==> src/logic/irb_map.svh <==
// Register offsets, field positions, constants and timing counts of the id ROM byte reader
`ifndef IRB_MAP_SVH
`define IRB_MAP_SVH

// Register byte addresses
`define IRB_OFF_VERSION 32'h0000_0000
`define IRB_OFF_ACCESS 32'h0000_0004

// Interface version register fields
`define IRB_VER_MAJOR 8'h01
`define IRB_VER_MINOR 8'h10
`define IRB_BIT_PRESENT 24

// Access register fields
`define IRB_BIT_ADDR_CLR 31
`define IRB_BIT_LAUNCH 25
`define IRB_DATA_LSB 16

// Option image pointer source: bit 5 of memory byte 6h
`define IRB_OPT_OFFSET 8'h06
`define IRB_OPT_BIT 5
`define IRB_OPT_PTR 8'h20
`define IRB_OPT_NONE 8'h00

// Node information block length loaded after reset
`define IRB_BOOT_BYTES 8'h14

// Cycles to let the presence synchroniser settle after reset
`define IRB_SETTLE_CYCLES 2'd2

// AXI responses
`define IRB_RESP_OKAY 2'b00
`define IRB_RESP_DECERR 2'b11

`endif

==> src/logic/irb_pkg.sv <==
// Types shared by the id ROM byte reader
package irb_pkg;

  // Controller states
  typedef enum logic [1:0] {
    ST_SETTLE,
    ST_BOOT,
    ST_IDLE,
    ST_FETCH
  } irb_state_t;

  // AXI4-Lite master to slave signals
  typedef struct packed {
    logic awvalid;
    logic [31:0] awaddr;
    logic wvalid;
    logic [31:0] wdata;
    logic [3:0] wstrb;
    logic bready;
    logic arvalid;
    logic [31:0] araddr;
    logic rready;
  } irb_axi_req_t;

  // AXI4-Lite slave to master signals
  typedef struct packed {
    logic awready;
    logic wready;
    logic bvalid;
    logic [1:0] bresp;
    logic arready;
    logic rvalid;
    logic [31:0] rdata;
    logic [1:0] rresp;
  } irb_axi_rsp_t;

  // Byte fetch request to the serial memory engine
  typedef struct packed {
    logic req;
    logic [7:0] addr;
  } irb_fetch_req_t;

  // Byte fetch answer from the serial memory engine
  typedef struct packed {
    logic ack;
    logic [7:0] data;
  } irb_fetch_rsp_t;

  // Node information bytes streamed out after reset
  typedef struct packed {
    logic strobe;
    logic [7:0] index;
    logic [7:0] data;
    logic done;
  } irb_boot_t;

  // Whole state of the reader
  typedef struct packed {
    irb_state_t st;
    logic sync1;
    logic sync2;
    logic [1:0] settle_cnt;
    logic boot;
    logic [7:0] boot_idx;
    logic [7:0] mem_addr;
    logic addr_clr;
    logic launch;
    logic [7:0] fetched_byte;
    logic opt_image;
    logic bvalid;
    logic [1:0] bresp;
    logic rvalid;
    logic [31:0] rdata;
    logic [1:0] rresp;
    logic rom_req;
    logic [7:0] rom_addr;
    logic boot_strobe;
    logic [7:0] boot_data;
    logic [7:0] boot_index;
    logic boot_done;
  } irb_state_s_t;

endpackage

==> src/logic/irb_reader.sv <==
// Id ROM byte reader: version and access registers over AXI4-Lite, byte fetch sequencer
`timescale 1ns/1ps
`include "irb_map.svh"

// Contract
// - Bit 24 of version shows memory presence
// - Present memory loads node block after reset
// - Version bits 31-25, 15-8 read zero
// - Version major field reads 01h
// - Version minor field reads 10h
// - Bit 31 clears address; device clears bit
// - Address clear never fetches byte zero
// - Writing bit 25 starts current byte read
// - Device clears bit 25 after fetch
// - Fetched byte appears in bits 23-16
// - Access bits 30-26, 24, 15-8 read zero
// - Option pointer reads zero by default
// - Byte 6h bit 5 makes pointer 20h
module irb_reader
  import irb_pkg::*;
(
  input wire logic aclk,
  input wire logic aresetn,
  input wire irb_axi_req_t axi_req,
  output irb_axi_rsp_t axi_rsp,
  input wire logic id_memory_present_pin,
  output irb_fetch_req_t fetch_req,
  input wire irb_fetch_rsp_t fetch_rsp,
  output irb_boot_t boot_out
);

  // Registered state and its next value
  irb_state_s_t s;
  irb_state_s_t next_s;

  // Bus handshakes, taken in the same cycle for address and data
  logic wr_take;
  logic rd_take;
  logic wr_is_version;
  logic wr_is_access;
  logic rd_is_version;
  logic rd_is_access;
  logic set_clr;
  logic set_launch;
  logic fetch_done;
  logic [31:0] version_word;
  logic [31:0] access_word;

  // Write waits for both channels so the two never split
  assign wr_take = axi_req.awvalid && axi_req.wvalid && !s.bvalid;
  // One read outstanding at a time
  assign rd_take = axi_req.arvalid && !s.rvalid;
  assign wr_is_version = ({axi_req.awaddr[31:2], 2'b00} == `IRB_OFF_VERSION);
  assign wr_is_access = ({axi_req.awaddr[31:2], 2'b00} == `IRB_OFF_ACCESS);
  assign rd_is_version = ({axi_req.araddr[31:2], 2'b00} == `IRB_OFF_VERSION);
  assign rd_is_access = ({axi_req.araddr[31:2], 2'b00} == `IRB_OFF_ACCESS);

  // Self-clearing bits only react to ones in the top byte lane
  assign set_clr = wr_take && wr_is_access && axi_req.wstrb[3]
                   && axi_req.wdata[`IRB_BIT_ADDR_CLR];
  assign set_launch = wr_take && wr_is_access && axi_req.wstrb[3]
                      && axi_req.wdata[`IRB_BIT_LAUNCH];
  assign fetch_done = (s.st == ST_FETCH) && fetch_rsp.ack;

  // Version word: constant fields plus the synchronised presence level
  assign version_word = {7'h00, s.sync2, `IRB_VER_MAJOR, 8'h00, `IRB_VER_MINOR};

  // Access word: reserved bits tied low
  assign access_word = {s.addr_clr, 5'h00, s.launch, 1'b0, s.fetched_byte, 8'h00,
                        (s.opt_image ? `IRB_OPT_PTR : `IRB_OPT_NONE)};

  // Ready outputs combinational, valid outputs and data from flip-flops
  // One driver per struct port, so no tool has to split a variable
  assign axi_rsp = '{
    awready: wr_take,
    wready: wr_take,
    bvalid: s.bvalid,
    bresp: s.bresp,
    arready: rd_take,
    rvalid: s.rvalid,
    rdata: s.rdata,
    rresp: s.rresp
  };
  // Fetch link straight from the registered request
  assign fetch_req = '{
    req: s.rom_req,
    addr: s.rom_addr
  };
  // Boot stream, every field registered
  assign boot_out = '{
    strobe: s.boot_strobe,
    index: s.boot_index,
    data: s.boot_data,
    done: s.boot_done
  };

  // Next state of the whole block
  always_comb begin
    next_s = s;
    next_s.boot_strobe = 1'b0;
    // Presence pin synchroniser, first stage read only by the second
    next_s.sync1 = id_memory_present_pin;
    next_s.sync2 = s.sync1;

    // Write response
    if (s.bvalid && axi_req.bready) begin
      next_s.bvalid = 1'b0;
    end
    if (wr_take) begin
      next_s.bvalid = 1'b1;
      // Version register is read-only; writes to it are accepted and dropped
      next_s.bresp = (wr_is_version || wr_is_access) ? `IRB_RESP_OKAY : `IRB_RESP_DECERR;
    end

    // Read response, no side effects on either register
    if (s.rvalid && axi_req.rready) begin
      next_s.rvalid = 1'b0;
    end
    if (rd_take) begin
      next_s.rvalid = 1'b1;
      if (rd_is_version) begin
        next_s.rdata = version_word;
        next_s.rresp = `IRB_RESP_OKAY;
      end else if (rd_is_access) begin
        next_s.rdata = access_word;
        next_s.rresp = `IRB_RESP_OKAY;
      end else begin
        next_s.rdata = 32'h0000_0000;
        next_s.rresp = `IRB_RESP_DECERR;
      end
    end

    // Fetch sequencer
    unique case (s.st)
      // Presence is only trusted once the synchroniser has filled
      ST_SETTLE: begin
        if (s.settle_cnt == `IRB_SETTLE_CYCLES) begin
          if (s.sync2) begin
            next_s.st = ST_BOOT;
            next_s.boot_idx = 8'h00;
          end else begin
            // No memory: nothing to load
            next_s.st = ST_IDLE;
            next_s.boot_done = 1'b1;
          end
        end else begin
          next_s.settle_cnt = s.settle_cnt + 2'd1;
        end
      end
      // Issue the next node information byte
      ST_BOOT: begin
        next_s.rom_req = 1'b1;
        next_s.rom_addr = s.boot_idx;
        next_s.boot = 1'b1;
        next_s.st = ST_FETCH;
      end
      // Address clear first, then a pending read
      ST_IDLE: begin
        if (s.addr_clr) begin
          // Only the pointer moves; the data field is left alone
          next_s.mem_addr = 8'h00;
          next_s.addr_clr = 1'b0;
        end else if (s.launch) begin
          if (s.sync2) begin
            next_s.rom_req = 1'b1;
            next_s.rom_addr = s.mem_addr;
            next_s.boot = 1'b0;
            next_s.st = ST_FETCH;
          end else begin
            // Memory absent: finish at once so polling software never hangs
            next_s.launch = 1'b0;
          end
        end
      end
      // Request held until the engine answers
      ST_FETCH: begin
        if (fetch_rsp.ack) begin
          next_s.rom_req = 1'b0;
          // Option pointer follows bit 5 of byte 6h whenever that byte passes
          if (s.rom_addr == `IRB_OPT_OFFSET) begin
            next_s.opt_image = fetch_rsp.data[`IRB_OPT_BIT];
          end
          if (s.boot) begin
            next_s.boot_strobe = 1'b1;
            next_s.boot_data = fetch_rsp.data;
            next_s.boot_index = s.boot_idx;
            next_s.boot_idx = s.boot_idx + 8'h01;
            if (s.boot_idx == (`IRB_BOOT_BYTES - 8'h01)) begin
              next_s.boot_done = 1'b1;
              next_s.st = ST_IDLE;
            end else begin
              next_s.st = ST_BOOT;
            end
          end else begin
            next_s.fetched_byte = fetch_rsp.data;
            next_s.mem_addr = s.mem_addr + 8'h01;
            next_s.launch = 1'b0;
            next_s.st = ST_IDLE;
          end
        end
      end
    endcase

    // Software sets last, so a set in the clearing cycle wins
    if (set_clr) begin
      next_s.addr_clr = 1'b1;
    end
    if (set_launch) begin
      next_s.launch = 1'b1;
    end
  end

  // State register, synchronous active-low reset
  always_ff @(posedge aclk) begin
    if (!aresetn) begin
      s <= '0;
      s.st <= ST_SETTLE;
    end else begin
      s <= next_s;
    end
  end
endmodule

==> config.mk <==
export PLATFORM = sky130hd
export DESIGN_NAME = irb_reader
export DESIGN_NICKNAME = d
export VERILOG_FILES = /design/src/logic/irb_pkg.sv /design/src/logic/irb_reader.sv
export VERILOG_INCLUDE_DIRS = /design/src /design/src/logic
export SDC_FILE = /design/constraint.sdc
export NUM_CORES = 1
export LEC_CHECK = 0
export ABC_CLOCK_PERIOD_IN_PS = 2100
export BUFFER_PORTS_ARGS = -buffer_cell sky130_fd_sc_hd__buf_2
export CAP_MARGIN = 20
export CELL_PAD_IN_SITES_DETAIL_PLACEMENT = 0
export CELL_PAD_IN_SITES_GLOBAL_PLACEMENT = 1
export CORE_MARGIN = 2
export CORE_UTILIZATION = 30
export DETAILED_ROUTE_END_ITERATION = 8
export PLACE_DENSITY_LB_ADDON = 0.08
export RECOVER_POWER = 100
export SLEW_MARGIN = 20
export SYNTH_ARGS = -nofsm -noshare
export SYNTH_HDL_FRONTEND = slang
export SYNTH_SLANG_ARGS = --single-unit
==> constraint.sdc <==
create_clock -name aclk -period 2.1 [get_ports aclk]
set_clock_uncertainty 0.05 [all_clocks]
set_input_delay 0.105 -clock aclk [delete_from_list [all_inputs] [get_ports aclk]]
set_output_delay 0.105 -clock aclk [all_outputs]
set_load 0.005 [all_outputs]
After elaboration in Yosys (flattened, before gate mapping)
Index checks and enable logic that the tools add are counted.
W data, S select, Z words.
- bitwise gates (word level): 2
- eq/ne operators: 22
- $add $sub $neg: 3
- reductions and logical operators: 35
- mux-type cells: 51
- operators by type and width (kind ; count):
    $mux W34 ; 2
    $eq A30 B1 Y1 const B ; 2
    $logic_not A30 Y1 ; 2
    $pmux W8 S2 ; 3
    $mux W9 ; 5
    $mux W35 ; 1
    $mux W8 ; 4
    $ne A2 B2 Y1 const B ; 10
    $mux W18 ; 1
    $mux W2 ; 9
    $mux W1 ; 17
    $add A8 B1 Y8 const B ; 2
    $mux W16 ; 1
    $reduce_and A5 Y1 ; 3
    $reduce_and A3 Y1 ; 4
    $reduce_and A4 Y1 ; 3
    $reduce_bool A2 Y1 ; 6
    $mux W10 ; 1
    $logic_and A1 B1 Y1 ; 9
    $ne A3 B3 Y1 const B ; 3
    $eq A8 B3 Y1 const B ; 1
    $eq A8 B5 Y1 const B ; 1
    $pmux W2 S4 ; 1
    $eq A2 B2 Y1 const B ; 3
    other kinds (14) ; 19
- output and inout port bits: 68
- bits in registers: 99
- input bits: 117
- word-level logic and storage cells: 135

Logic depth before layout (Yosys ltp)
Gate-level depths: netlist of run 1.
- word-level depth: 7
- gate-level depth with buffers: 8

Worst setup path after synthesis of run 1
Ideal clock, no wire load.
- path type: flip-flop to flip-flop
- from: register s[84] (netlist name)
- to: register s[97] (netlist name)
- stages on the path, launching flop included: 6
- data required time: 1922 ps
- slack: 107 ps
- arrival: 1815 ps
- period minus slack after synthesis: 1993 ps
- cells stage by stage: dfxtp_1 > ha_1 > or4b_1 > or4_1 > a311oi_1 > o32ai_1
- word-level cells in the longest chain between the ends: 5
- RTL lines (what ; RTL line ; text):
    start, declared ; irb_reader.sv:33 ; irb_state_s_t s;
    start signal, assigned ; irb_reader.sv:219 ; s <= next_s;
    $eq A8 B5 Y1 ; irb_reader.sv:188 ; if (s.boot_idx == (`IRB_BOOT_BYTES - 8'h01)) begin
    $mux W2 ; irb_reader.sv:188 ;
    $mux W2 ; irb_reader.sv:183 ; if (s.boot) begin
    $mux W2 ; irb_reader.sv:177 ; if (fetch_rsp.ack) begin
    $pmux W2 S4 ; irb_reader.sv:134 ; unique case (s.st)
Every way passes these cells. The select of a mux whose other input is x is not followed.
A chain may end at the register's enable or synchronous reset.

Worst setup path in the final report of run 1
Ends and elaborated chain as after synthesis.

==> flow_results.xml, run 1 <==
<?xml version="1.0" encoding="UTF-8"?>
<metrics>
  <group name="routing">
    <metric name="router_iterations_before_antenna_repair" unit="">4</metric>
    <metric name="drt_wl_total" unit="um">10130</metric>
    <metric name="final_antenna_net_count" unit="">0</metric>
    <metric name="avgRoutedWirePerCell" unit="um">13.67</metric>
    <metric name="num_vias" unit="">3304</metric>
    <metric name="vias_per_cell" unit="">4.459</metric>
    <metric name="detail_route.iter0.violations" unit="">106</metric>
    <metric name="number_of_design_rule_violations_left_after_detail_routing" unit="">0</metric>
  </group>
  <group name="placement">
    <metric name="finalWeightedCongestion" unit="">0.7620</metric>
    <metric name="detailed_place_hpwl" unit="um">7553</metric>
    <metric name="place_ws" unit="ns">0.06966</metric>
    <metric name="port_buffers" unit="">128</metric>
  </group>
  <group name="worst_setup_path">
    <metric name="worst_setup_path_end_kind" unit="">register</metric>
    <metric name="critPathArrivalTime" unit="ns">2.18</metric>
    <metric name="destination_of_the_worst_register_to_register_timing_path" unit="">s[97]$_SDFFE_PN0P_</metric>
    <metric name="worst_setup_path_start" unit="">s[84]$_SDFFE_PN0P_</metric>
    <metric name="rr_startpoint" unit="">s[84]$_SDFFE_PN0P_</metric>
    <metric name="crit_fanout" unit="">4</metric>
    <metric name="ff2ff_setup_slack" unit="ns">0.09</metric>
    <metric name="path_class" unit="">register to register</metric>
    <metric name="critPathCapture" unit="">s[97]$_SDFFE_PN0P_</metric>
    <metric name="rr_worst_depth" unit="">5</metric>
    <metric name="data_required_time_at_the_worst_endpoint" unit="ns">2.27</metric>
    <metric name="crit_path_start_kind" unit="">register</metric>
  </group>
  <group name="synth">
    <metric name="synth_top_cell_by_area" unit="">sky130_fd_sc_hd__dfxtp_1</metric>
    <metric name="yosysTopAreaCellShare" unit="">0.3894</metric>
    <metric name="yosys_register_bits" unit="">78</metric>
    <metric name="ys_types" unit="">48</metric>
    <metric name="dominantRegCellSynth" unit="">sky130_fd_sc_hd__dfxtp_1</metric>
    <metric name="synth_area_per_cell" unit="um2">8.718</metric>
    <metric name="synth-edff-count" unit="">0</metric>
    <metric name="synth.cells.most_frequent" unit="">78 x sky130_fd_sc_hd__dfxtp_1, 69 x sky130_fd_sc_hd__nand2_1, 68 x sky130_fd_sc_hd__buf_4</metric>
    <metric name="synthArstFlopShare" unit="">0</metric>
    <metric name="synth_area" unit="mm2">0.004010</metric>
    <metric name="synth_top_cells_by_area" unit="">sky130_fd_sc_hd__dfxtp_1 39%, sky130_fd_sc_hd__buf_4 13%, sky130_fd_sc_hd__nand2_1 6.5%, sky130_fd_sc_hd__a21boi_1 4.9%, sky130_fd_sc_hd__mux2i_1 3.0%</metric>
    <metric name="yosys_warnings" unit="">0</metric>
    <metric name="synth.yosys.seq_area_share" unit="">0.3894</metric>
    <metric name="post-synth-top-count-cell" unit="">sky130_fd_sc_hd__dfxtp_1</metric>
    <metric name="gate_count_post_synth" unit="">460</metric>
  </group>
  <group name="sta">
    <metric name="tightest_slew" unit="ns">0.8792</metric>
    <metric name="max-slew-margin-rel" unit="">0.4127</metric>
    <metric name="rsz0062_at_grt" unit="">false</metric>
    <metric name="tns" unit="ns">0</metric>
    <metric name="setup-violations-final" unit="">0</metric>
    <metric name="setup_ws" unit="ns">0.09296</metric>
    <metric name="timing.fmax" unit="MHz">498.2</metric>
    <metric name="report.final.slew_viol_count" unit="">0</metric>
    <metric name="post-route-min-period" unit="ns">2.007</metric>
    <metric name="final_hold_viol_count" unit="">0</metric>
    <metric name="layout_worst_path_cycle_share" unit="">0.9557</metric>
  </group>
  <group name="finish">
    <metric name="syn2layout_area_growth" unit="%">21.62</metric>
    <metric name="ff_latch_area" unit="mm2">0.001562</metric>
    <metric name="ratio_of_cells_with_drive_above_1_in_the_final_layout" unit="">0.2602</metric>
    <metric name="multi_input_logic_area" unit="mm2">0.001868</metric>
    <metric name="insertedDiodeCount" unit="">0</metric>
    <metric name="final_nets" unit="">684</metric>
    <metric name="final_core_utilization" unit="">0.3712</metric>
    <metric name="layout.filler_cells" unit="">1446</metric>
  </group>
  <group name="global_routing">
    <metric name="antenna_found_initial" unit="">0</metric>
    <metric name="first_global_vias" unit="">3232</metric>
    <metric name="grt.total_usage" unit="">0.1436</metric>
    <metric name="global_route.overflow_total" unit="">0</metric>
    <metric name="grt_first_pass_wirelength" unit="um">16330</metric>
    <metric name="grt_start_max_net_pins" unit="">35</metric>
  </group>
  <group name="clocking">
    <metric name="clock_sinks" unit="">78</metric>
    <metric name="insertion_delay" unit="ns">0.34</metric>
    <metric name="clk_pin_slew" unit="ns">0.06</metric>
    <metric name="tritoncts.num_buffers" unit="">9</metric>
    <metric name="clock_tree_from_tritoncts" unit="">built</metric>
    <metric name="cts_root_buf" unit="">sky130_fd_sc_hd__clkbuf_16</metric>
    <metric name="max-clock-path-buffers" unit="">2</metric>
    <metric name="ctsHtreeMaxLevel" unit="">3</metric>
  </group>
  <group name="die">
    <metric name="die_height" unit="um">119.6</metric>
    <metric name="initial_core_util" unit="">0.3052</metric>
    <metric name="die_area" unit="mm2">0.01431</metric>
    <metric name="die_width" unit="um">119.6</metric>
    <metric name="fp.coreArea" unit="mm2">0.01314</metric>
    <metric name="rows" unit="">42</metric>
    <metric name="io_pins" unit="">185</metric>
  </group>
  <group name="power_and_ir_drop">
    <metric name="p_per_area" unit="mW/mm2">894.3</metric>
    <metric name="ir_drop" unit="uV">427.3</metric>
    <metric name="leakagePower" unit="nW">2.042</metric>
  </group>
  <group name="outcome">
    <metric name="run_status" unit="">complete, no violations</metric>
  </group>
  <group name="hold_path">
    <metric name="worst_hold_path_type" unit="">input pin to register</metric>
  </group>
  <group name="flow_run">
    <metric name="max-cap-violations" unit="">0</metric>
  </group>
</metrics>
==> per-stage QoR <==
stage	hold WS, ns	area [um2]	power [mW]	instances
after global placement	0.2682	4494	2.909	712
after detailed placement	0.2733	4494	2.913	712
after global routing	0.02161	4877	4.654	741
after floorplan	0.1823	4078	2.591	478
after CTS	0.003471	4906	4.455	741
final	0.01642	4877	4.362	741
==> layer usage <==
layer  vias up  track usage  share of wire
met5         -            0              0
met4         0      0.04191         0.0084
met3         9      0.03517          0.050
met2        81       0.2386           0.47
met1      1506       0.1847           0.47
li1       1708            -              -
==> final cells by class <==
cell class | instances | area share
Multi-Input combinational cell | 295 | 0.3830
Clock inverter | 7 | 0.01154
Inverter | 15 | 0.01437
Clock buffer | 9 | 0.04618
Timing Repair Buffer | 161 | 0.1796
Tap cell | 176 | 0.04515
Sequential cell | 78 | 0.3202
==> cells in the final DEF (no fill, tap or decap), types with 6 or more instances in the layout <==
| master | netlist | routed |
|---|---|---|
| sky130_fd_sc_hd__a22o_1 | 13 | 13 |
| sky130_fd_sc_hd__o211a_1 | 10 | 10 |
| sky130_fd_sc_hd__nand3_1 | 10 | 10 |
| sky130_fd_sc_hd__dlygate4sd3_1 | 0 | 13 |
| sky130_fd_sc_hd__nand2_1 | 69 | 69 |
| sky130_fd_sc_hd__nor4_1 | 14 | 14 |
| sky130_fd_sc_hd__nor2b_1 | 10 | 10 |
| sky130_fd_sc_hd__nand4_1 | 6 | 6 |
| sky130_fd_sc_hd__buf_4 | 68 | 14 |
| sky130_fd_sc_hd__a21boi_0 | 1 | 25 |
| sky130_fd_sc_hd__conb_1 | 1 | 19 |
| sky130_fd_sc_hd__nor2_1 | 21 | 21 |
| sky130_fd_sc_hd__inv_1 | 13 | 13 |
| sky130_fd_sc_hd__mux2i_1 | 12 | 11 |
| sky130_fd_sc_hd__clkbuf_1 | 20 | 24 |
| sky130_fd_sc_hd__dfxtp_1 | 78 | 78 |
| sky130_fd_sc_hd__xnor2_1 | 13 | 13 |
| sky130_fd_sc_hd__buf_2 | 1 | 106 |
| sky130_fd_sc_hd__clkbuf_16 | 0 | 9 |
| sky130_fd_sc_hd__ha_1 | 7 | 7 |
==> flip-flops by register name, summed over array words and instances, names as in the netlist <==
register and flops:
next_s 1, fetch_req 9, access_word 10, axi_rsp 17
s 23, boot_out 18
==> critical path, stage by stage, from the launching register on <==
cell	delay, ns
sky130_fd_sc_hd__dfxtp_1	0.33
sky130_fd_sc_hd__ha_1	0.22
sky130_fd_sc_hd__or4b_1	0.47
sky130_fd_sc_hd__or4_4	0.44
sky130_fd_sc_hd__a311oi_2	0.27
sky130_fd_sc_hd__o32ai_1	0.11
==> cells by family (layout without fill, tap and decap cells) <==
group,after synthesis,in the layout,share of synthesized area
AO/OA/AOI/OAI,89,89,0.1741
other,1,19,0.0009351
adder cells (fa/ha/maj),7,7,0.02184
buffers and inverters,105,192,0.1657
flip-flops,78,78,0.3894
multiplexers,12,12,0.02995
AND/OR/NAND/NOR,155,155,0.1897
XOR/XNOR,13,13,0.02839
==> worst min-delay path by stage <==
stage | end | depth (start not counted) | start
4_1_cts | axi_rsp[18]$_SDFFE_PN0P_ | 3 | axi_req[3]
2_1_floorplan | next_s[95]$_SDFF_PN0_ | 1 | id_memory_present_pin
5_1_grt | axi_rsp[18]$_SDFFE_PN0P_ | 3 | axi_req[3]
3_3_place_gp | next_s[95]$_SDFF_PN0_ | 2 | id_memory_present_pin
3_5_place_dp | next_s[95]$_SDFF_PN0_ | 2 | id_memory_present_pin
6_report | axi_rsp[18]$_SDFFE_PN0P_ | 3 | axi_req[3]
==> where the power goes <==
| group | switching (mW) | leakage, nW | internal, mW |
|---|---|---|---|
| combinational | 0.647 | 1.29 | 0.528 |
| sequential | 0.0881 | 0.632 | 1.61 |
| clock | 0.676 | 0.125 | 0.813 |
| total | 1.41 | 2.04 | 2.95 |
==> what timing repair did <==
action	4_1_cts	5_1_grt
hold buffers	13	0
endpoints found under the setup margin	0	5
endpoints found under the hold margin	20	0
gates resized for setup	0	7
setup buffers	0	0
(Power assumes the default switching activity.)
==> run 2: changes to the inputs <==
--- a/config.mk
+++ b/config.mk
@@ -15,7 +15,6 @@
 export CORE_UTILIZATION = 30
 export DETAILED_ROUTE_END_ITERATION = 8
 export PLACE_DENSITY_LB_ADDON = 0.08
-export RECOVER_POWER = 100
 export SLEW_MARGIN = 20
 export SYNTH_ARGS = -nofsm -noshare
 export SYNTH_HDL_FRONTEND = slang
==> flow_results.xml, run 2 (same netlist as run 1, synthesis figures left out) <==
<?xml version="1.0" encoding="UTF-8"?>
<metrics>
  <group name="outcome">
    <metric name="run_status" unit="">complete, no violations</metric>
  </group>
  <group name="finish">
    <metric name="final_cell_mix" unit="">128 x sky130_fd_sc_hd__buf_2, 78 x sky130_fd_sc_hd__dfxtp_1, 69 x sky130_fd_sc_hd__nand2_1</metric>
    <metric name="insertedDiodeCount" unit="">0</metric>
    <metric name="multi_input_logic_area" unit="mm2">0.001872</metric>
    <metric name="layout.filler_cells" unit="">1435</metric>
    <metric name="ratio_of_cells_with_drive_above_1_in_the_final_layout" unit="">0.3044</metric>
    <metric name="syn2layout_area_growth" unit="%">22.84</metric>
    <metric name="most_common_library_cell_in_the_layout_ignoring_fill_and_taps" unit="">sky130_fd_sc_hd__buf_2</metric>
    <metric name="cell_count_final_fillers_out" unit="">741</metric>
    <metric name="largest_register" unit="">s</metric>
    <metric name="final_nets" unit="">684</metric>
    <metric name="ff_latch_area" unit="mm2">0.001562</metric>
    <metric name="final_core_utilization" unit="">0.3750</metric>
    <metric name="largest_reg_flops" unit="">23</metric>
  </group>
  <group name="worst_setup_path">
    <metric name="data_required_time_at_the_worst_endpoint" unit="ns">2.27</metric>
    <metric name="critPathArrivalTime" unit="ns">2.17</metric>
    <metric name="path_class" unit="">register to register</metric>
    <metric name="worst_setup_path_end_kind" unit="">register</metric>
    <metric name="rr_startpoint" unit="">s[84]$_SDFFE_PN0P_</metric>
    <metric name="max_stage_delay" unit="ns">0.46</metric>
    <metric name="timing.critical_path.cells" unit="">ha_2, or4b_1, or4_4, a311oi_2, o32ai_1</metric>
    <metric name="crit_path_start_kind" unit="">register</metric>
    <metric name="ff2ff_setup_slack" unit="ns">0.10</metric>
    <metric name="destination_of_the_worst_register_to_register_timing_path" unit="">s[97]$_SDFFE_PN0P_</metric>
    <metric name="rr_worst_depth" unit="">5</metric>
    <metric name="crit_fanout" unit="">4</metric>
    <metric name="critical_path.slowest_cell" unit="">sky130_fd_sc_hd__or4b_1</metric>
  </group>
  <group name="placement">
    <metric name="numPlacedInstances" unit="">712</metric>
    <metric name="port_buffers" unit="">128</metric>
    <metric name="detailed_place_hpwl" unit="um">7553</metric>
    <metric name="finalWeightedCongestion" unit="">0.7620</metric>
  </group>
  <group name="clocking">
    <metric name="clock_sinks" unit="">78</metric>
    <metric name="insertion_delay" unit="ns">0.34</metric>
    <metric name="cts_root_buf" unit="">sky130_fd_sc_hd__clkbuf_16</metric>
    <metric name="clock_tree_from_tritoncts" unit="">built</metric>
    <metric name="ctsHtreeMaxLevel" unit="">3</metric>
    <metric name="tritoncts.num_buffers" unit="">9</metric>
    <metric name="max-clock-path-buffers" unit="">2</metric>
    <metric name="clk_pin_slew" unit="ns">0.06</metric>
  </group>
  <group name="sta">
    <metric name="timing.fmax" unit="MHz">501.0</metric>
    <metric name="final_hold_viol_count" unit="">0</metric>
    <metric name="tightest_slew" unit="ns">0.8808</metric>
    <metric name="post-route-min-period" unit="ns">1.996</metric>
    <metric name="layout_worst_path_cycle_share" unit="">0.9505</metric>
    <metric name="max-slew-margin-rel" unit="">0.4116</metric>
    <metric name="report.final.slew_viol_count" unit="">0</metric>
    <metric name="rsz0062_at_grt" unit="">false</metric>
    <metric name="tns" unit="ns">0</metric>
    <metric name="setup-violations-final" unit="">0</metric>
  </group>
  <group name="routing">
    <metric name="num_vias" unit="">3312</metric>
    <metric name="router_iterations_before_antenna_repair" unit="">4</metric>
    <metric name="final_antenna_net_count" unit="">0</metric>
    <metric name="drt_wl_total" unit="um">10120</metric>
    <metric name="avgRoutedWirePerCell" unit="um">13.65</metric>
    <metric name="detail_route.iter0.violations" unit="">108</metric>
    <metric name="number_of_design_rule_violations_left_after_detail_routing" unit="">0</metric>
    <metric name="vias_per_cell" unit="">4.470</metric>
  </group>
  <group name="hold_path">
    <metric name="timing.hold.worst_endpoint" unit="">axi_rsp[18]$_SDFFE_PN0P_</metric>
    <metric name="worst_hold_path_type" unit="">input pin to register</metric>
    <metric name="whs_path_depth" unit="">3</metric>
    <metric name="min-delay-start" unit="">axi_req[3]</metric>
  </group>
  <group name="die">
    <metric name="die_width" unit="um">119.6</metric>
    <metric name="fp.coreArea" unit="mm2">0.01314</metric>
    <metric name="die_height" unit="um">119.6</metric>
    <metric name="io_pins" unit="">185</metric>
    <metric name="die_area" unit="mm2">0.01431</metric>
    <metric name="rows" unit="">42</metric>
    <metric name="initial_core_util" unit="">0.3052</metric>
  </group>
  <group name="power_and_ir_drop">
    <metric name="p_per_area" unit="mW/mm2">893.9</metric>
    <metric name="clkPwrFrac" unit="">0.337</metric>
    <metric name="leakagePower" unit="nW">2.158</metric>
    <metric name="combinationalPowerShare" unit="">0.278</metric>
    <metric name="power_switching_share" unit="">0.3198</metric>
    <metric name="power.net_switching" unit="mW">1.408</metric>
    <metric name="ir_drop" unit="uV">434.9</metric>
    <metric name="seq_power_share" unit="">0.385</metric>
    <metric name="internal_pwr_total" unit="mW">2.995</metric>
    <metric name="total_power" unit="mW">4.403</metric>
  </group>
  <group name="global_routing">
    <metric name="grt_first_pass_wirelength" unit="um">16330</metric>
    <metric name="grt.total_usage" unit="">0.1436</metric>
    <metric name="grt_start_max_net_pins" unit="">35</metric>
    <metric name="global_route.overflow_total" unit="">0</metric>
    <metric name="first_global_vias" unit="">3232</metric>
    <metric name="antenna_found_initial" unit="">0</metric>
  </group>
  <group name="flow_run">
    <metric name="max-cap-violations" unit="">0</metric>
  </group>
</metrics>
## run 2: worst max-delay path, delay by kind of cell (launching register included)
family	cells	cell delay [ns]
flip-flops	1	0.34
AO/OA/AOI/OAI	2	0.38
adder cells (fa/ha/maj)	1	0.21
AND/OR/NAND/NOR	2	0.90
## run 2: worst max-delay path by stage
stage                        from            endpoint  slack [ns]  cells after the start
6_report       s[84]$_SDFFE_PN0P_  s[97]$_SDFFE_PN0P_        0.10                      5
3_5_place_dp   s[85]$_SDFFE_PN0P_  s[97]$_SDFFE_PN0P_        0.07                      5
4_1_cts        s[85]$_SDFFE_PN0P_  s[97]$_SDFFE_PN0P_        0.05                      5
2_1_floorplan  s[84]$_SDFFE_PN0P_  s[97]$_SDFFE_PN0P_        0.11                      5
3_3_place_gp   s[84]$_SDFFE_PN0P_  s[97]$_SDFFE_PN0P_        0.09                      5
5_1_grt        s[97]$_SDFFE_PN0P_  s[91]$_SDFFE_PN0P_       0.003                      6
## run 2: through the flow
stage | setup WS, ns | hold slack, ns | instance area (um2)
floorplan | 0.1071 | 0.1823 | 4078
global placement | 0.09466 | 0.2682 | 4494
detailed placement | 0.06966 | 0.2733 | 4494
CTS | 0.05286 | 0.003471 | 4906
global route | 0.003413 | 0.02161 | 4926
finish | 0.1040 | 0.01597 | 4926
## run 2: area by class of cell
class | count | share of cell area
Multi-Input combinational cell | 295 | 0.3800
Sequential cell | 78 | 0.3170
Timing Repair Buffer | 161 | 0.1869
Clock buffer | 9 | 0.04572
Tap cell | 176 | 0.04470
Inverter | 15 | 0.01422
Clock inverter | 7 | 0.01143
## run 2: routing by layer
| layer | global-route usage | vias to the layer above | routed length, um |
|---|---|---|---|
| met5 | 0 | - | 0 |
| li1 | - | 1708 | - |
| met3 | 0.03517 | 11 | 505 |
| met4 | 0.04191 | 0 | 93 |
| met1 | 0.1847 | 1513 | 4775 |
| met2 | 0.2386 | 80 | 4741 |
## run 2: what timing repair did
| action | 4_1_cts | 5_1_grt |
|---|---|---|
| buffers inserted | 0 | 0 |
| endpoints found under the setup margin | 0 | 5 |
| hold endpoints to repair | 20 | 0 |
| hold buffers | 13 | 0 |
| resized for setup | 0 | 7 |
## run 2: power groups by stage
stage	logic (mW)	registers [mW]	clock network [mW]
finish	1.22	1.70	1.48
detailed placement	1.18	1.73	0
floorplan	0.875	1.72	0
global route	1.38	1.72	1.60
CTS	1.21	1.70	1.54
global placement	1.18	1.73	0
==> run 3: changes to the inputs <==
--- a/config.mk
+++ b/config.mk
@@ -6,13 +6,14 @@
 export SDC_FILE = /design/constraint.sdc
 export NUM_CORES = 1
 export LEC_CHECK = 0
+export ABC_AREA = 1
 export ABC_CLOCK_PERIOD_IN_PS = 2100
 export BUFFER_PORTS_ARGS = -buffer_cell sky130_fd_sc_hd__buf_2
 export CAP_MARGIN = 20
 export CELL_PAD_IN_SITES_DETAIL_PLACEMENT = 0
 export CELL_PAD_IN_SITES_GLOBAL_PLACEMENT = 1
 export CORE_MARGIN = 2
-export CORE_UTILIZATION = 30
+export CORE_UTILIZATION = 29
 export DETAILED_ROUTE_END_ITERATION = 8
 export PLACE_DENSITY_LB_ADDON = 0.08
 export SLEW_MARGIN = 20
==> flow_results.xml, run 3 <==
<?xml version="1.0" encoding="UTF-8"?>
<metrics>
  <group name="sta">
    <metric name="tns" unit="ns">0</metric>
    <metric name="setup-violations-final" unit="">0</metric>
    <metric name="report.final.slew_viol_count" unit="">0</metric>
    <metric name="rsz0062_at_grt" unit="">false</metric>
    <metric name="timing.fmax" unit="MHz">525.3</metric>
    <metric name="post-route-min-period" unit="ns">1.904</metric>
    <metric name="layout_worst_path_cycle_share" unit="">0.9066</metric>
    <metric name="final_hold_viol_count" unit="">0</metric>
  </group>
  <group name="die">
    <metric name="die_area" unit="mm2">0.01583</metric>
    <metric name="initial_core_util" unit="">0.2961</metric>
    <metric name="die_height" unit="um">125.8</metric>
    <metric name="fp.coreArea" unit="mm2">0.01453</metric>
    <metric name="die_width" unit="um">125.8</metric>
    <metric name="io_pins" unit="">185</metric>
    <metric name="rows" unit="">44</metric>
  </group>
  <group name="placement">
    <metric name="finalWeightedCongestion" unit="">0.8375</metric>
    <metric name="detailed_place_hpwl" unit="um">8619</metric>
    <metric name="port_buffers" unit="">128</metric>
  </group>
  <group name="worst_setup_path">
    <metric name="crit_fanout" unit="">8</metric>
    <metric name="worst_setup_path_start" unit="">s[97]$_SDFFE_PN0P_</metric>
    <metric name="worst_setup_path_end_kind" unit="">register</metric>
    <metric name="data_required_time_at_the_worst_endpoint" unit="ns">2.27</metric>
    <metric name="critical_path.slowest_cell" unit="">sky130_fd_sc_hd__dfxtp_1</metric>
    <metric name="critical_path.top_delay_family" unit="">simple AND/OR/NAND/NOR gates</metric>
    <metric name="max_stage_delay" unit="ns">0.38</metric>
    <metric name="rr_startpoint" unit="">s[97]$_SDFFE_PN0P_</metric>
    <metric name="timing.critical_path.cells" unit="">ha_1, inv_2, nand2_1, nand2_2, nor3_4, inv_2, o21ai_2, nor2_1</metric>
    <metric name="ff2ff_setup_slack" unit="ns">0.20</metric>
    <metric name="critPathCapture" unit="">s[90]$_SDFFE_PN0P_</metric>
    <metric name="crit_path_start_kind" unit="">register</metric>
    <metric name="cp.depth" unit="">8</metric>
    <metric name="critPathArrivalTime" unit="ns">2.08</metric>
    <metric name="destination_of_the_worst_register_to_register_timing_path" unit="">s[90]$_SDFFE_PN0P_</metric>
    <metric name="critical_path.most_common_cell" unit="">sky130_fd_sc_hd__inv_2</metric>
    <metric name="rr_worst_depth" unit="">8</metric>
    <metric name="path_class" unit="">register to register</metric>
    <metric name="cp_num_buf_inv" unit="">2</metric>
  </group>
  <group name="routing">
    <metric name="number_of_design_rule_violations_left_after_detail_routing" unit="">0</metric>
    <metric name="drt_wl_total" unit="um">11400</metric>
    <metric name="detail_route.iter0.violations" unit="">185</metric>
    <metric name="router_iterations_before_antenna_repair" unit="">4</metric>
    <metric name="vias_per_cell" unit="">4.407</metric>
    <metric name="final_antenna_net_count" unit="">0</metric>
    <metric name="avgRoutedWirePerCell" unit="um">12.23</metric>
    <metric name="num_vias" unit="">4107</metric>
  </group>
  <group name="clocking">
    <metric name="cts_root_buf" unit="">sky130_fd_sc_hd__clkbuf_16</metric>
    <metric name="clk_pin_slew" unit="ns">0.06</metric>
    <metric name="clock_sinks" unit="">78</metric>
    <metric name="tritoncts.num_buffers" unit="">9</metric>
    <metric name="post_cts.repair.setup_buffers" unit="">0</metric>
    <metric name="insertion_delay" unit="ns">0.34</metric>
    <metric name="ctsHtreeMaxLevel" unit="">3</metric>
    <metric name="max-clock-path-buffers" unit="">2</metric>
    <metric name="clock_tree_from_tritoncts" unit="">built</metric>
  </group>
  <group name="power_and_ir_drop">
    <metric name="ir_drop" unit="uV">445.8</metric>
    <metric name="p_per_area" unit="mW/mm2">881.1</metric>
    <metric name="leakagePower" unit="nW">2.370</metric>
  </group>
  <group name="synth">
    <metric name="synth_xor_xnor_area_share" unit="">0.002035</metric>
    <metric name="gate_count_post_synth" unit="">647</metric>
    <metric name="yosys_warnings" unit="">0</metric>
    <metric name="post-synth-top-count-cell" unit="">sky130_fd_sc_hd__nand2_1</metric>
    <metric name="synth-edff-count" unit="">0</metric>
    <metric name="synth_top_cells_by_area" unit="">sky130_fd_sc_hd__dfxtp_1 36%, sky130_fd_sc_hd__buf_4 12%, sky130_fd_sc_hd__nand2_1 11%, sky130_fd_sc_hd__nor2_1 8.6%, sky130_fd_sc_hd__a21oi_1 7.2%</metric>
    <metric name="synth_area" unit="mm2">0.004303</metric>
    <metric name="yosys_register_bits" unit="">78</metric>
    <metric name="ys_types" unit="">30</metric>
    <metric name="post_synth_mux_area_share" unit="">0</metric>
    <metric name="dominantRegCellSynth" unit="">sky130_fd_sc_hd__dfxtp_1</metric>
    <metric name="synth_adder_area_share" unit="">0.02035</metric>
    <metric name="synth.cells.most_frequent" unit="">125 x sky130_fd_sc_hd__nand2_1, 99 x sky130_fd_sc_hd__nor2_1, 78 x sky130_fd_sc_hd__dfxtp_1</metric>
    <metric name="synth_top_family_by_area" unit="">simple AND/OR/NAND/NOR gates</metric>
    <metric name="yosysTopAreaCellShare" unit="">0.3629</metric>
    <metric name="synth_top_cell_by_area" unit="">sky130_fd_sc_hd__dfxtp_1</metric>
    <metric name="synth-compound-area-share" unit="">0.1253</metric>
    <metric name="synth_area_per_cell" unit="um2">6.651</metric>
    <metric name="synth.yosys.seq_area_share" unit="">0.3629</metric>
    <metric name="synth_simple_gate_area_share" unit="">0.2905</metric>
    <metric name="synthArstFlopShare" unit="">0</metric>
  </group>
  <group name="global_routing">
    <metric name="first_global_vias" unit="">3943</metric>
    <metric name="grt.total_usage" unit="">0.1441</metric>
    <metric name="antenna_found_initial" unit="">0</metric>
    <metric name="grt_start_max_net_pins" unit="">43</metric>
    <metric name="grt_first_pass_wirelength" unit="um">18540</metric>
    <metric name="global_route.overflow_total" unit="">0</metric>
  </group>
  <group name="outcome">
    <metric name="run_status" unit="">complete, no violations</metric>
  </group>
  <group name="finish">
    <metric name="insertedDiodeCount" unit="">0</metric>
    <metric name="ratio_of_cells_with_drive_above_1_in_the_final_layout" unit="">0.2219</metric>
    <metric name="most_common_library_cell_in_the_layout_ignoring_fill_and_taps" unit="">sky130_fd_sc_hd__buf_2</metric>
    <metric name="ff_latch_area" unit="mm2">0.001562</metric>
    <metric name="layout.filler_cells" unit="">1614</metric>
    <metric name="multi_input_logic_area" unit="mm2">0.001959</metric>
    <metric name="largest_reg_flops" unit="">23</metric>
    <metric name="largest_register" unit="">s</metric>
    <metric name="syn2layout_area_growth" unit="%">20.82</metric>
    <metric name="final_nets" unit="">867</metric>
    <metric name="final_cell_mix" unit="">128 x sky130_fd_sc_hd__buf_2, 124 x sky130_fd_sc_hd__nand2_1, 99 x sky130_fd_sc_hd__nor2_1</metric>
    <metric name="final_core_utilization" unit="">0.3577</metric>
  </group>
  <group name="hold_path">
    <metric name="worst_hold_path_type" unit="">input pin to register</metric>
  </group>
  <group name="flow_run">
    <metric name="max-cap-violations" unit="">0</metric>
  </group>
</metrics>
-- run 3: cell count changes in the layout (fill, tap and decap cells not counted), sizes merged, moves of 12 or more --
cell / previous run / this run
inv: 16 / 69
nor4: 15 / 2
o21ai: 9 / 39
nor2: 21 / 100
a21boi: 27 / 0
mux2i: 12 / 0
nand3: 10 / 45
xnor2: 13 / 0
a22o: 13 / 0
nand2: 69 / 127
a21oi: 4 / 62
-- run 3: how the worst min path moves through the flow --
stage                           from                           end  slack [ns]  cells past startpoint
6_report                 axi_req[38]  access_word[25]$_SDFFE_PN0P_        0.07                      5
3_5_place_dp   id_memory_present_pin         next_s[95]$_SDFF_PN0_        0.25                      3
2_1_floorplan  id_memory_present_pin         next_s[95]$_SDFF_PN0_        0.15                      2
3_3_place_gp   id_memory_present_pin         next_s[95]$_SDFF_PN0_        0.24                      3
5_1_grt                  axi_req[38]  access_word[25]$_SDFFE_PN0P_        0.08                      5
4_1_cts                  axi_req[38]  access_word[25]$_SDFFE_PN0P_        0.06                      5
-- run 3: logic make-up after synthesis --
| family | Yosys count |
|---|---|
| and+or+nand+nor | 298 |
| buffers and inverters | 157 |
| AOI/OAI and AO/OA | 105 |
| DFF | 78 |
| adders and majority gates | 7 |
| xor gates and xnor gates | 1 |
| other | 1 |
-- run 3: report_power, final --
part | internal, mW | total [mW] | switching [mW]
Clock | 1.02 | 1.65 | 0.629
Sequential | 1.64 | 1.75 | 0.114
Combinational | 0.461 | 1.18 | 0.719
Total | 3.12 | 4.58 | 1.46
-- run 3: through the flow --
step	instances	total power [mW]	cell area [um2]	hold slack [ns]	setup slack, ns
after CTS	932	4.662	5196	0.06063	0.1312
after global placement	903	2.954	4746	0.2449	0.1702
after floorplan	665	2.637	4370	0.1526	0.4366
after detailed placement	903	2.961	4746	0.2516	0.1437
final	932	4.581	5199	0.06996	0.1962
after global routing	932	4.886	5199	0.07903	0.009260
-- run 3: layer usage --
metal / GRT usage / up-vias / part of all wire
met4: 0.03232 / 0 / 0.0083
met3: 0.03866 / 12 / 0.047
met1: 0.1831 / 1836 / 0.47
met2: 0.2455 / 86 / 0.47
li1: - / 2173 / -
met5: 0 / - / 0
-- run 3: final cells by class --
cell class,count,share of cell area
Multi-Input combinational cell,430,0.3769
Sequential cell,78,0.3004
Timing Repair Buffer,153,0.1656
Clock buffer,12,0.05126
Inverter,71,0.05126
Tap cell,184,0.04428
Clock inverter,4,0.01035
-- run 3: worst reg2reg max path: stages, from the launching register on --
cell,delay (ns)
sky130_fd_sc_hd__dfxtp_1,0.38
sky130_fd_sc_hd__ha_1,0.31
sky130_fd_sc_hd__inv_2,0.11
sky130_fd_sc_hd__nand2_1,0.08
sky130_fd_sc_hd__nand2_2,0.07
sky130_fd_sc_hd__nor3_4,0.32
sky130_fd_sc_hd__inv_2,0.16
sky130_fd_sc_hd__o21ai_2,0.23
sky130_fd_sc_hd__nor2_1,0.07
-- run 3: repair_timing --
item,CTS,global route
endpoints found under the setup margin,0,7
resized for setup,0,1
endpoints found under the hold margin,19,0
hold buffers,13,0
